--- src/hdl/lock_assist_regs.vh ---
// Register indices, field positions, reset values and codes of the
// lock assist and readback block.
// Assumes inclusion by bare name from every design file that needs it.
`ifndef LOCK_ASSIST_REGS_VH
`define LOCK_ASSIST_REGS_VH

// ****************************************************************
// Register indices
// ****************************************************************
`define REG_FREQ        4'h0
`define REG_GAIN        4'h1
`define REG_SETTLE      4'h2
`define REG_LOCKDET     4'h3
`define REG_CTRL        4'h4
`define REG_DIAG        4'h6

// ****************************************************************
// Field positions
// ****************************************************************
`define FREQ_PCODE_SEL  31
`define GAIN_NORM       4:0
`define GAIN_BOOST      12:8
`define SETTLE_COUNT    15:0
`define LD_DELAY        3:0
`define LD_WINDOW       11:4
`define LD_ERR_THR      19:12
`define LD_PASS_THR     27:20
`define CTRL_INT_OSC    0
`define CTRL_PWDN       1
`define CTRL_GATE_OVR   2
`define CTRL_EN_OVR     3
`define CTRL_MUX_SRC    5:4
`define CTRL_LD_SRC     7:6
`define DIAG_PTR        8:5
`define DIAG_STORE_MASK 32'h0000FFFF

// ****************************************************************
// Reset values
// ****************************************************************
`define RST_FREQ        32'h80000000
`define RST_GAIN        32'h00001F03
`define RST_SETTLE      32'h00000100
`define RST_LOCKDET     32'h00404100
`define RST_CTRL        32'h00000001
`define RST_OTHER       32'h00000000

// ****************************************************************
// Pin sources, readback and part code
// ****************************************************************
`define SRC_LOW         2'h0
`define SRC_DLOCK       2'h1
`define SRC_VLOCK       2'h2
`define SRC_READBACK    2'h3
`define RB_ADDR_ONES    4'hF
`define RB_WORD_BITS    6'h20
// Arbitrary neutral part code base
`define PART_CODE_BASE  32'h00000A00
`define PASS_MULT_SHIFT 3

`endif

--- src/hdl/fast_settle_timer.v ---
// Timeout counter that holds the fast-settle state after a start pulse.
// Assumes start is a one-cycle pulse on mclk; count is in mclk cycles.
`timescale 1ns/100ps
`default_nettype none

module fast_settle_timer #(
  parameter CW = 16
) (
  // Clock and reset
  input  wire          mclk,
  input  wire          nrst,
  // Control
  input  wire          start,
  input  wire [CW-1:0] count,
  // State
  output reg           active
);

  reg [CW-1:0] left_r;

  // ****************************************************************
  // Countdown
  // ****************************************************************
  always @(posedge mclk or negedge nrst) begin
    if (!nrst) begin
      left_r <= {CW{1'b0}};
      active <= 1'b0;
    end else if (start) begin
      left_r <= count;
      active <= (count != {CW{1'b0}});
    end else if (active) begin
      left_r <= left_r - {{(CW-1){1'b0}}, 1'b1};
      if (left_r <= {{(CW-1){1'b0}}, 1'b1}) begin
        active <= 1'b0;
      end
    end
  end

endmodule

`default_nettype wire

--- src/hdl/phase_lock_counter.v ---
// Digital lock check: counts failing and passing phase comparisons.
// Assumes one comparison per strobe cycle, all inputs on mclk.
`timescale 1ns/100ps
`default_nettype none

module phase_lock_counter #(
  parameter EW = 8,
  parameter TW = 8
) (
  // Clock and reset
  input  wire          mclk,
  input  wire          nrst,
  // Comparison
  input  wire          strobe,
  input  wire [EW-1:0] phase_err,
  input  wire [3:0]    detector_delay_setting,
  input  wire [EW-1:0] phase_error_window,
  // Thresholds
  input  wire [TW-1:0] unlock_error_threshold,
  input  wire [TW-1:0] lock_pass_threshold,
  // Result
  output reg           locked
);

  reg  [TW-1:0]   err_cnt_r;
  reg  [TW+2:0]   pass_cnt_r;
  wire [EW:0]     err_sum  = {1'b0, phase_err} + {{(EW-3){1'b0}}, detector_delay_setting};
  wire            fail     = err_sum > {1'b0, phase_error_window};
  wire [TW-1:0]   err_nxt  = err_cnt_r + {{(TW-1){1'b0}}, 1'b1};
  wire [TW+2:0]   pass_nxt = pass_cnt_r + {{(TW+2){1'b0}}, 1'b1};
  wire [TW+2:0]   pass_goal = {lock_pass_threshold, 3'h0};

  // ****************************************************************
  // Counters
  // ****************************************************************
  always @(posedge mclk or negedge nrst) begin
    if (!nrst) begin
      err_cnt_r  <= {TW{1'b0}};
      pass_cnt_r <= {(TW+3){1'b0}};
      locked     <= 1'b0;
    end else if (strobe) begin
      if (fail) begin
        pass_cnt_r <= {(TW+3){1'b0}};
        if (err_cnt_r != {TW{1'b1}}) begin
          err_cnt_r <= err_nxt;
        end
        if (err_nxt >= unlock_error_threshold) begin
          locked <= 1'b0;
        end
      end else if (pass_nxt >= pass_goal) begin
        locked     <= 1'b1;
        err_cnt_r  <= {TW{1'b0}};
        pass_cnt_r <= {(TW+3){1'b0}};
      end else begin
        pass_cnt_r <= pass_nxt;
      end
    end
  end

endmodule

`default_nettype wire

--- src/hdl/lock_assist_readback.v ---
// Lock assist top: fast-settle control, lock indications, register
// file with bus and serial access, and serial readback.
// Assumes sclk, sdata, latch_strobe and the pins are asynchronous to
// mclk; the serial clock is well below a quarter of mclk.
// Notes on behaviour
// - Frequency write starts timed fast-settle state
// - Switch pin low in fast-settle, else released
// - Boosted gain in fast-settle, switched with pin
// - Error when phase plus delay exceeds window
// - Enough errors declare the loop unlocked
// - Eight times pass threshold locks, clears errors
// - Tuning lock only with internal oscillator
// - Lock indications invalid while powered down
// - Every register readable by serial readback
// - Select bit picks pointed register or code
// - Part code follows two pins, selected from reset
// - Software overrides gate and enable pins
// - Diagnostic register returns live status
// - Strobe rise presents MSB before clocking
// - Next bit after each serial clock rise
// - Register readback address field reads all ones, part code does not
// - Strobe held high blocks loading only
//
// Local design decisions: the register offsets and the plain strobed port.
`timescale 1ns/100ps
`default_nettype none
`include "lock_assist_regs.vh"

module lock_assist_readback (
  // Clock and reset
  input  wire        mclk,
  input  wire        nrst,
  // Register port
  input  wire [3:0]  reg_addr,
  input  wire [31:0] reg_wdata,
  input  wire        reg_wr,
  input  wire        reg_rd,
  output reg  [31:0] reg_rdata,
  // Serial link
  input  wire        sclk,
  input  wire        sdata,
  input  wire        latch_strobe,
  // Readback capable pins
  output reg         multipurpose_output_pin,
  output reg         lock_indicator_pin,
  // Device pins
  input  wire        output_buffer_gate_pin,
  input  wire        device_enable_pin,
  // Phase detector and tuning comparators
  input  wire        pd_strobe,
  input  wire [7:0]  pd_phase_err,
  input  wire        vtune_below,
  input  wire        vtune_above,
  // Fast-settle outputs
  output reg         fast_settle_switch_pin_o,
  output reg         fast_settle_switch_pin_oe,
  output reg  [4:0]  pump_gain,
  // Status outputs
  output reg         buffers_on,
  output reg         powered_down,
  output reg         digital_lock,
  output reg         vtune_lock
);

  // ****************************************************************
  // Input synchronisers
  // ****************************************************************
  localparam NS = 7;
  localparam S_SCLK = 0;
  localparam S_SDAT = 1;
  localparam S_LE   = 2;
  localparam S_GATE = 3;
  localparam S_EN   = 4;
  localparam S_VLO  = 5;
  localparam S_VHI  = 6;

  wire [NS-1:0] async_in = {vtune_above, vtune_below, device_enable_pin,
                            output_buffer_gate_pin, latch_strobe, sdata, sclk};
  reg  [NS-1:0] sync1_r;
  reg  [NS-1:0] sync2_r;
  reg           sclk_d_r;
  reg           le_d_r;

  genvar gi;
  generate
    for (gi = 0; gi < NS; gi = gi + 1) begin : g_sync
      always @(posedge mclk or negedge nrst) begin
        if (!nrst) begin
          sync1_r[gi] <= 1'b0;
          sync2_r[gi] <= 1'b0;
        end else begin
          sync1_r[gi] <= async_in[gi];
          sync2_r[gi] <= sync1_r[gi];
        end
      end
    end
  endgenerate

  always @(posedge mclk or negedge nrst) begin
    if (!nrst) begin
      sclk_d_r <= 1'b0;
      le_d_r   <= 1'b0;
    end else begin
      sclk_d_r <= sync2_r[S_SCLK];
      le_d_r   <= sync2_r[S_LE];
    end
  end

  wire sclk_rise = sync2_r[S_SCLK] & ~sclk_d_r;
  wire le_rise   = sync2_r[S_LE] & ~le_d_r;
  wire le_level  = sync2_r[S_LE];

  // ****************************************************************
  // Register storage
  // ****************************************************************
  reg  [31:0] regs_r [0:15];
  reg  [31:0] in_sr_r;
  reg  [5:0]  in_cnt_r;
  wire        ser_load = le_rise & (in_cnt_r == `RB_WORD_BITS);
  wire        wr_en    = reg_wr | ser_load;
  wire [3:0]  wr_idx   = reg_wr ? reg_addr : in_sr_r[3:0];
  wire [31:0] wr_data  = reg_wr ? reg_wdata : in_sr_r;
  wire        freq_wr  = wr_en & (wr_idx == `REG_FREQ);

  wire [31:0] r_gain = regs_r[`REG_GAIN];
  wire [31:0] r_ld   = regs_r[`REG_LOCKDET];
  wire [31:0] r_ctrl = regs_r[`REG_CTRL];

  function [31:0] reset_word;
    input [3:0] idx;
    begin
      case (idx)
        `REG_FREQ:    reset_word = `RST_FREQ;
        `REG_GAIN:    reset_word = `RST_GAIN;
        `REG_SETTLE:  reset_word = `RST_SETTLE;
        `REG_LOCKDET: reset_word = `RST_LOCKDET;
        `REG_CTRL:    reset_word = `RST_CTRL;
        default:      reset_word = `RST_OTHER;
      endcase
    end
  endfunction

  generate
    for (gi = 0; gi < 16; gi = gi + 1) begin : g_regs
      localparam [3:0] IDX = gi;
      always @(posedge mclk or negedge nrst) begin
        if (!nrst) begin
          regs_r[gi] <= reset_word(IDX);
        end else if (wr_en && wr_idx == IDX) begin
          regs_r[gi] <= wr_data;
        end
      end
    end
  endgenerate

  // ****************************************************************
  // Serial load path
  // ****************************************************************
  always @(posedge mclk or negedge nrst) begin
    if (!nrst) begin
      in_sr_r  <= 32'h00000000;
      in_cnt_r <= 6'h00;
    end else if (le_rise) begin
      in_cnt_r <= 6'h00;
    end else if (sclk_rise && !le_level) begin
      in_sr_r <= {in_sr_r[30:0], sync2_r[S_SDAT]};
      if (in_cnt_r != `RB_WORD_BITS) begin
        in_cnt_r <= in_cnt_r + 6'h01;
      end
    end
  end

  // ****************************************************************
  // Pin overrides and powerdown
  // ****************************************************************
  wire gate_eff = r_ctrl[`CTRL_GATE_OVR] | sync2_r[S_GATE];
  wire en_eff   = r_ctrl[`CTRL_EN_OVR] | sync2_r[S_EN];
  wire pd_eff   = r_ctrl[`CTRL_PWDN] | ~en_eff;

  // ****************************************************************
  // Fast-settle and lock detection
  // ****************************************************************
  wire fs_active;
  wire dl_raw;

  fast_settle_timer #(
    .CW (16)
  ) u_timer (
    .mclk   (mclk),
    .nrst   (nrst),
    .start  (freq_wr),
    .count  (regs_r[`REG_SETTLE][`SETTLE_COUNT]),
    .active (fs_active)
  );

  phase_lock_counter #(
    .EW (8),
    .TW (8)
  ) u_lock (
    .mclk                   (mclk),
    .nrst                   (nrst),
    .strobe                 (pd_strobe),
    .phase_err              (pd_phase_err),
    .detector_delay_setting (r_ld[`LD_DELAY]),
    .phase_error_window     (r_ld[`LD_WINDOW]),
    .unlock_error_threshold (r_ld[`LD_ERR_THR]),
    .lock_pass_threshold    (r_ld[`LD_PASS_THR]),
    .locked                 (dl_raw)
  );

  wire vt_raw = r_ctrl[`CTRL_INT_OSC] & ~sync2_r[S_VLO] & ~sync2_r[S_VHI];

  always @(posedge mclk or negedge nrst) begin
    if (!nrst) begin
      fast_settle_switch_pin_o  <= 1'b0;
      fast_settle_switch_pin_oe <= 1'b0;
      pump_gain                 <= 5'h00;
      buffers_on                <= 1'b0;
      powered_down              <= 1'b1;
      digital_lock              <= 1'b0;
      vtune_lock                <= 1'b0;
    end else begin
      fast_settle_switch_pin_o  <= 1'b0;
      fast_settle_switch_pin_oe <= fs_active;
      pump_gain                 <= fs_active ? r_gain[`GAIN_BOOST]
                                             : r_gain[`GAIN_NORM];
      buffers_on                <= gate_eff & ~pd_eff;
      powered_down              <= pd_eff;
      digital_lock              <= dl_raw & ~pd_eff;
      vtune_lock                <= vt_raw & ~pd_eff;
    end
  end

  // ****************************************************************
  // Readback word selection
  // ****************************************************************
  wire [15:0] diag = {8'h00, fs_active, dl_raw, vt_raw, sync2_r[S_VHI],
                      sync2_r[S_VLO], pd_eff, en_eff, gate_eff};

  function [31:0] reg_word;
    input [3:0] idx;
    begin
      if (idx == `REG_DIAG) begin
        reg_word = (regs_r[`REG_DIAG] & `DIAG_STORE_MASK) | {diag, 16'h0000};
      end else begin
        reg_word = regs_r[idx];
      end
    end
  endfunction

  wire [31:0] ptr_word  = reg_word(regs_r[`REG_DIAG][`DIAG_PTR]);
  wire [31:0] part_code = `PART_CODE_BASE |
                          {24'h000000, 2'h0, sync2_r[S_GATE], sync2_r[S_EN], 4'h0};
  wire [31:0] rb_word   = regs_r[`REG_FREQ][`FREQ_PCODE_SEL] ? part_code
                          : {ptr_word[31:4], `RB_ADDR_ONES};

  // ****************************************************************
  // Serial readback shifter
  // ****************************************************************
  reg [31:0] rb_sr_r;
  reg [5:0]  rb_left_r;

  always @(posedge mclk or negedge nrst) begin
    if (!nrst) begin
      rb_sr_r   <= 32'h00000000;
      rb_left_r <= 6'h00;
    end else if (le_rise) begin
      rb_sr_r   <= rb_word;
      rb_left_r <= `RB_WORD_BITS;
    end else if (sclk_rise && rb_left_r != 6'h00) begin
      rb_sr_r   <= {rb_sr_r[30:0], 1'b0};
      rb_left_r <= rb_left_r - 6'h01;
    end
  end

  function pin_level;
    input [1:0] src;
    begin
      case (src)
        `SRC_DLOCK:    pin_level = dl_raw & ~pd_eff;
        `SRC_VLOCK:    pin_level = vt_raw & ~pd_eff;
        `SRC_READBACK: pin_level = rb_sr_r[31];
        default:       pin_level = 1'b0;
      endcase
    end
  endfunction

  always @(posedge mclk or negedge nrst) begin
    if (!nrst) begin
      multipurpose_output_pin <= 1'b0;
      lock_indicator_pin      <= 1'b0;
    end else begin
      multipurpose_output_pin <= pin_level(r_ctrl[`CTRL_MUX_SRC]);
      lock_indicator_pin      <= pin_level(r_ctrl[`CTRL_LD_SRC]);
    end
  end

  // ****************************************************************
  // Register port read
  // ****************************************************************
  always @(posedge mclk or negedge nrst) begin
    if (!nrst) begin
      reg_rdata <= 32'h00000000;
    end else if (reg_rd) begin
      reg_rdata <= reg_word(reg_addr);
    end else begin
      reg_rdata <= 32'h00000000;
    end
  end

endmodule

`default_nettype wire

--- config.mk ---
export PLATFORM = sky130hd
export DESIGN_NAME = lock_assist_readback
export DESIGN_NICKNAME = d
export VERILOG_FILES = /design/src/hdl/fast_settle_timer.v /design/src/hdl/phase_lock_counter.v /design/src/hdl/lock_assist_readback.v
export VERILOG_INCLUDE_DIRS = /design/src /design/src/hdl
export SDC_FILE = /design/constraint.sdc
export NUM_CORES = 1
export LEC_CHECK = 0
export BUFFER_PORTS_ARGS = -buffer_cell sky130_fd_sc_hd__buf_4
export CORE_MARGIN = 2
export CORE_UTILIZATION = 55
export CTS_CLUSTER_DIAMETER = 150
export DETAILED_ROUTE_END_ITERATION = 10
export GPL_TIMING_DRIVEN = 0
export PLACE_DENSITY = 0.72
export REMOVE_ABC_BUFFERS = 1
export SETUP_SLACK_MARGIN = 0.1
export SYNTH_ARGS = -nofsm -noshare
export SYNTH_HDL_FRONTEND = slang
export SYNTH_SLANG_ARGS = --single-unit
--- constraint.sdc ---
create_clock -name mclk -period 8.9 [get_ports mclk]
set_clock_uncertainty 0.15 [all_clocks]
set_input_delay 0.89 -clock mclk [delete_from_list [all_inputs] [get_ports mclk]]
set_output_delay 0.89 -clock mclk [all_outputs]
set_load 0.01 [all_outputs]
Yosys cells after proc, flatten, opt, wreduce, memory -nomap -nowiden
Cells that the tools add are included.

word-level totals
  bits in registers = 685
  output and inout port bits = 45
  bits of input ports = 56

operators by class
  magnitude comparators = 6
  add/subtract/negate cells = 6
  bitwise logic cells = 23
  multiplexer cells = 35
  equality and inequality tests = 28
  reductions and logical operators = 31

operators with widths
  cell                                                       number
  two-way mux 32 bit                                         11
  binary-select mux 32 bit (select 4 bit)                    2
  equality test 4 bit (second input constant)                8
  two-way mux 16 bit                                         2
  two-way mux 6 bit                                          5
  equality test 4 x 3 -> 1 bit (second input constant)       6
  two-way mux 8 bit                                          3
  bitwise OR 16 x 24 -> 24 bit                               1
  two-way mux 11 bit                                         2
  logical AND 1 bit                                          18
  <= comparator 16 x 1 -> 1 bit (second input constant)      1
  nonzero test 16 bit                                        1
  subtractor 16 x 1 -> 16 bit (second input constant)        1
  adder 11 x 1 -> 11 bit (second input constant)             1
  greater-or-equal comparator 11 bit                         1
  greater-or-equal comparator 5 bit (second input constant)  2
  NOT 4 -> 5 bit                                             2
  nonzero test 2 bit                                         5
  adder 8 x 4 -> 9 bit                                       1
  AND 1 bit                                                  9
  greater-than comparator 9 x 8 -> 1 bit                     1
  adder 8 x 1 -> 8 bit (second input constant)               1
  equality test 2 bit (second input constant)                4
  equality test 4 x 2 -> 1 bit (second input constant)       2
  other kinds (20)                                           39

Longest topological paths before layout
  depth after elaboration = 7
  gate-level depth with buffers = 15

By module
Synthesis repeated with hierarchy kept, for this count alone.

unflattened totals
  cells, all modules = 3040
  area total of the unflattened synthesis = 34141.5 sq um

modules (own cells, without submodules)
  module                area an instance (sq um)  instances  cells an instance  sequential area each (sq um)
  lock_assist_readback  31129.9                   1          2693               16133.0
  phase_lock_counter    1978.1                    1          237                500.5
  fast_settle_timer     1033.5                    1          110                425.4

Least setup slack after synthesis
No wires, ideal clock.

  path kind = input to register
  start point = input port pd_phase_err[0]
  end point = register u_lock.err_cnt_r[5]
  setup time = 0.126 ns
  data required time = 8.624 ns
  stages = 15
  arrival = 3.896 ns
  slack = 4.728 ns
  path through = ha_1 -> inv_1 -> fa_1 -> nand2b_1 -> a21oi_1 -> nand3_1 -> xnor2_1 -> ha_1 -> a211oi_1 -> o221a_2 -> a21oi_1 -> or2_2 -> clkbuf_1 -> a211o_1 -> a221o_1

on the way
  word-level cells in the longest chain between the ends = 4

RTL lines
  item                                                                         RTL line                   RTL
  from (decl)                                                                  lock_assist_readback.v:51  input wire [7:0] pd_phase_err,
  adder 8 x 4 -> 9 bit (*)                                                     phase_lock_counter.v:27    wire [EW:0] err_sum = {1'b0, phase_err} + {{(EW-3){1'b0}}, detector_delay_setting};
  greater-than comparator 9 x 8 -> 1 bit (*)                                   phase_lock_counter.v:28    wire fail = err_sum > {1'b0, phase_error_window};
  != test 2 bit (no source line) / nonzero test 2 bit (equally long branches)  n/a
  AND reduction 3 bit (no source line)                                         n/a
  to (signal assigned)                                                         phase_lock_counter.v:38    err_cnt_r <= {TW{1'b0}};
  to (signal assigned)                                                         phase_lock_counter.v:45    err_cnt_r <= err_nxt;
  to (signal assigned)                                                         phase_lock_counter.v:52    err_cnt_r <= {TW{1'b0}};
  to (decl)                                                                    phase_lock_counter.v:25    reg [TW-1:0] err_cnt_r;

Mark *: on every way between the ends. The rest lies on a longest branch, timed or not.
A chain may end at the register's enable or synchronous reset.

Worst setup path after layout
  start point = register regs_r (netlist bit r_ld[0])
  end point = register u_lock.err_cnt_r[5]

on the way
  word-level cells in the longest chain between the ends = 4

RTL lines
  item                                                                         RTL line                    RTL
  from (decl)                                                                  lock_assist_readback.v:116  reg [31:0] regs_r [0:15];
  from (signal, indexed assignment)                                            lock_assist_readback.v:148  regs_r[gi] <= reset_word(IDX);
  from (signal, indexed assignment)                                            lock_assist_readback.v:150  regs_r[gi] <= wr_data;
  adder 8 x 4 -> 9 bit (*)                                                     phase_lock_counter.v:27
  greater-than comparator 9 x 8 -> 1 bit (*)                                   phase_lock_counter.v:28
  != test 2 bit (no source line) / nonzero test 2 bit (equally long branches)  n/a
  AND reduction 3 bit (no source line)                                         n/a

Marked as above.

==> out/metrics.csv <==
metric,value,unit
crit-path cells,"ha_1, inv_1, fa_1, nand2b_1, a21oi_1, nand3_1, xnor2_1, ha_1, nand4_1, or3_1, a21oi_1, nor3_2, a211o_1, a221o_1",
post-synthesis adder-cell area fraction,0.01395,
cts hold-fix bufs,0,
"Seq/Total Area, Yosys",0.5064,
Slew Limit Headroom,0.07566,
unrepaired setup endpoints after global routing,no,
final worst path period share,0.5247,
final worst slack,4.230,ns
most frequent cell after synthesis,dfrtp_1,
status,completed,
"antenna viol nets, final",0,
Post-Synth XOR/XNOR Area,0.01116,
peak supply drop,0.1806,mV
"area leader, netlist",dfrtp_1,
Initial Util,0.5579,
die width,251.7,um
Util after Layout,0.6258,
antenna fix cells,0,
combinational share of power,0.287,
die area,63340,um^2
Slew @ Worst Pin,1.348,ns
startpoint type of the worst setup path,flop,
CTS resizes,0,
Vias,24510,
Hold Path Class,primary input to async pin,
vias in the first global route,24880,
All-Layer GR Usage,0.3083,
Clk Tree Root Cell,clkbuf_16,
#FFs+latches synth,682,
number of vias per cell,6.499,
CP required,9.23,ns
HPWL Detailed,56130,um
Routed wire per std cell,25.12,um
layout cells sized above 1,0.2007,
Core Area,60470,um^2
# Post-CTS Setup Buffers,0,
CTS sink cnt,682,
post-synthesis compound-gate area fraction,0.1150,
Die Span Y,251.7,um
Post-Syn Area,33740,um^2
"Largest stage delay, worst path",0.63,ns
Fmax,0.2141,GHz
Synth Area in Simple Gates,0.09925,
"Setup violations, final",0,
std cell rows,90,
TritonCTS Buffers,74,
asr flop ratio synth,1.000,
critical path type,flop to flop,
initial detailed-routing violation count,2819,
area fraction of the dominant cell type after synthesis,0.4955,
Avg Inst Size Synth,11.33,um^2
final hold slack,0.03992,ns
most common library cells after synthesis,"dfrtp_1, nand2_1, o21ai_0",
GP Congestion,0.8401,
crit path max-delay cell type,a21oi_1,
CP endpoint kind,flop,
largest net degree at the start of global routing,131,
number of I/O pins,101,
Net Sw Power,3778,uW
grt ovf,0,
Fin. Hold Viols,0,
largest family of logic cells by synthesized area,multiplexers,
TNS Setup,0,ns
top post-synthesis cells by area,"dfrtp_1, mux4_2, o21ai_0",
part of the power in the clock network,0.285,
I/O Buffers,99,
clock latency on the worst-skew pair,0.61,ns
multiplexer share of the synthesized area,0.2151,
P_leak,0.01639,uW
CTS tree,built,
PD cells,308.3,nW/um^2
DRT Pass-1 Iters,7,
Worst Path Max Fanout,14,
Max Root-Sink Buffers,3,
"worst slack, placed",3.630,ns
H-tree levels,3,
Yosys cell types,70,
"EDFF count, synth",0,
fin. max-slew vios,0,
synthesis-to-finish area growth,12.17,%
Int Pwr,7888,uW
first-pass GRT wire length,147600,um
Max Cap Violations,0,
sequential power share,0.428,
nets@finish,3024,
minimum clock period,4.670,ns
crit path DAT,5.00,ns
WL final,94730,um
Sw Share,0.3238,
Pwr Total,11670,uW
antenna violations before repair,1,
DRC Markers,0,
Cells after Synth,2977,
main flop type after synthesis,dfrtp_1,
clk slew on worst S/H paths,0.06,ns
Synth Warn #,0,
==> final cells by class <==
type	count	area, um^2
clock buffers	113	2255
well taps	782	978.4
inverters	52	195.2
multi-input cells	1992	15450
flip-flops and latches	682	17100
fillers	4472	22630
clock inverters	21	391.6
repair buffers	129	1468
==> placed cells by master, fill, tap and decap left out, types with 11 or more instances in the layout <==
cell       instances
xor2_1            12
clkbuf_8          15
clkbuf_1          19
a21oi_1          169
inv_1             52
buf_16            17
xnor2_1           31
o21ai_1           15
mux4_2           256
nand3_1           24
a31oi_1           11
and3_1            21
nand2_1          460
o211ai_1          11
dfrtp_1          664
nor2_1           202
o211a_1           14
clkbuf_16         79
dfstp_2           14
bufinv_16         11
ha_1              36
mux2_2            48
o21ai_0          431
buf_4             97
mux2i_1           94
==> power groups by stage <==
stage	logic (uW)	clock network [uW]	registers (uW)
after floorplan	2370	0	4770
after global placement	3110	0	5070
after detailed placement	3320	0	4990
after CTS	3340	3360	4950
after global routing	3670	3500	5090
final	3350	3330	4990
==> final timing paths <==
kind	to	slack [ns]	depth (start not counted)	from
setup / recovery	u_lock.err_cnt_r[5]$_DFFE_PN0P_	4.23	14	r_ld[0]$_DFFE_PN0P_
hold / removal	reg_rdata[26]$_DFF_PN0_	0.04	1	nrst
setup reg to reg	u_lock.err_cnt_r[5]$_DFFE_PN0P_	4.23	14	r_ld[0]$_DFFE_PN0P_
hold reg to reg	sync2_r[1]$_DFF_PN0_	0.19	0	sync1_r[1]$_DFF_PN0_
max in group asynchronous	regs_r[294]$_DFFE_PN0P_	6.31	5	nrst
min in group mclk	sync2_r[1]$_DFF_PN0_	0.19	0	sync1_r[1]$_DFF_PN0_
==> per-stage QoR <==
stage / cells / cell area, um^2
final: 3771 / 37840
after CTS: 3771 / 37830
after global routing: 3771 / 37840
after detailed placement: 3637 / 35190
after global placement: 3607 / 34340
after floorplan: 2726 / 32610
==> cells by family after synthesis <==
family	Yosys count
simple gates	801
mux	399
other cells	1
fa+ha+maj	37
compound gates	711
flops	682
xor+xnor	43
buf+inv	303
==> worst max-delay path, delay by kind of cell, from the launching register on <==
family,cells,cell delay (ns)
xor gates and xnor gates,1,0.16
adders and majority gates,3,0.93
DFF,1,0.42
AOI/OAI and AO/OA,4,1.68
and+or+nand+nor,5,1.16
buffers and inverters,1,0.06
==> per-layer routing <==
| layer | wire length, um | GRT usage |
|---|---|---|
| met2 | 45390 | 0.4878 |
| met1 | 36520 | 0.4137 |
| met4 | 4801 | 0.1553 |
| met5 | 0 | 0 |
| met3 | 8025 | 0.05685 |
==> flip-flops by register name, summed over array words and instances, names as in the netlist, 2 cells and up <==
signal,cells
diag,2
in_cnt_r,6
in_sr_r,32
part_code,2
pump_gain,5
r_ctrl,32
r_gain,32
r_ld,32
rb_left_r,6
rb_sr_r,32
reg_rdata,32
regs_r,413
sync1_r,7
sync2_r,2
u_lock.err_cnt_r,8
u_lock.pass_cnt_r,11
u_timer.left_r,16
(Power assumes the default switching activity.)
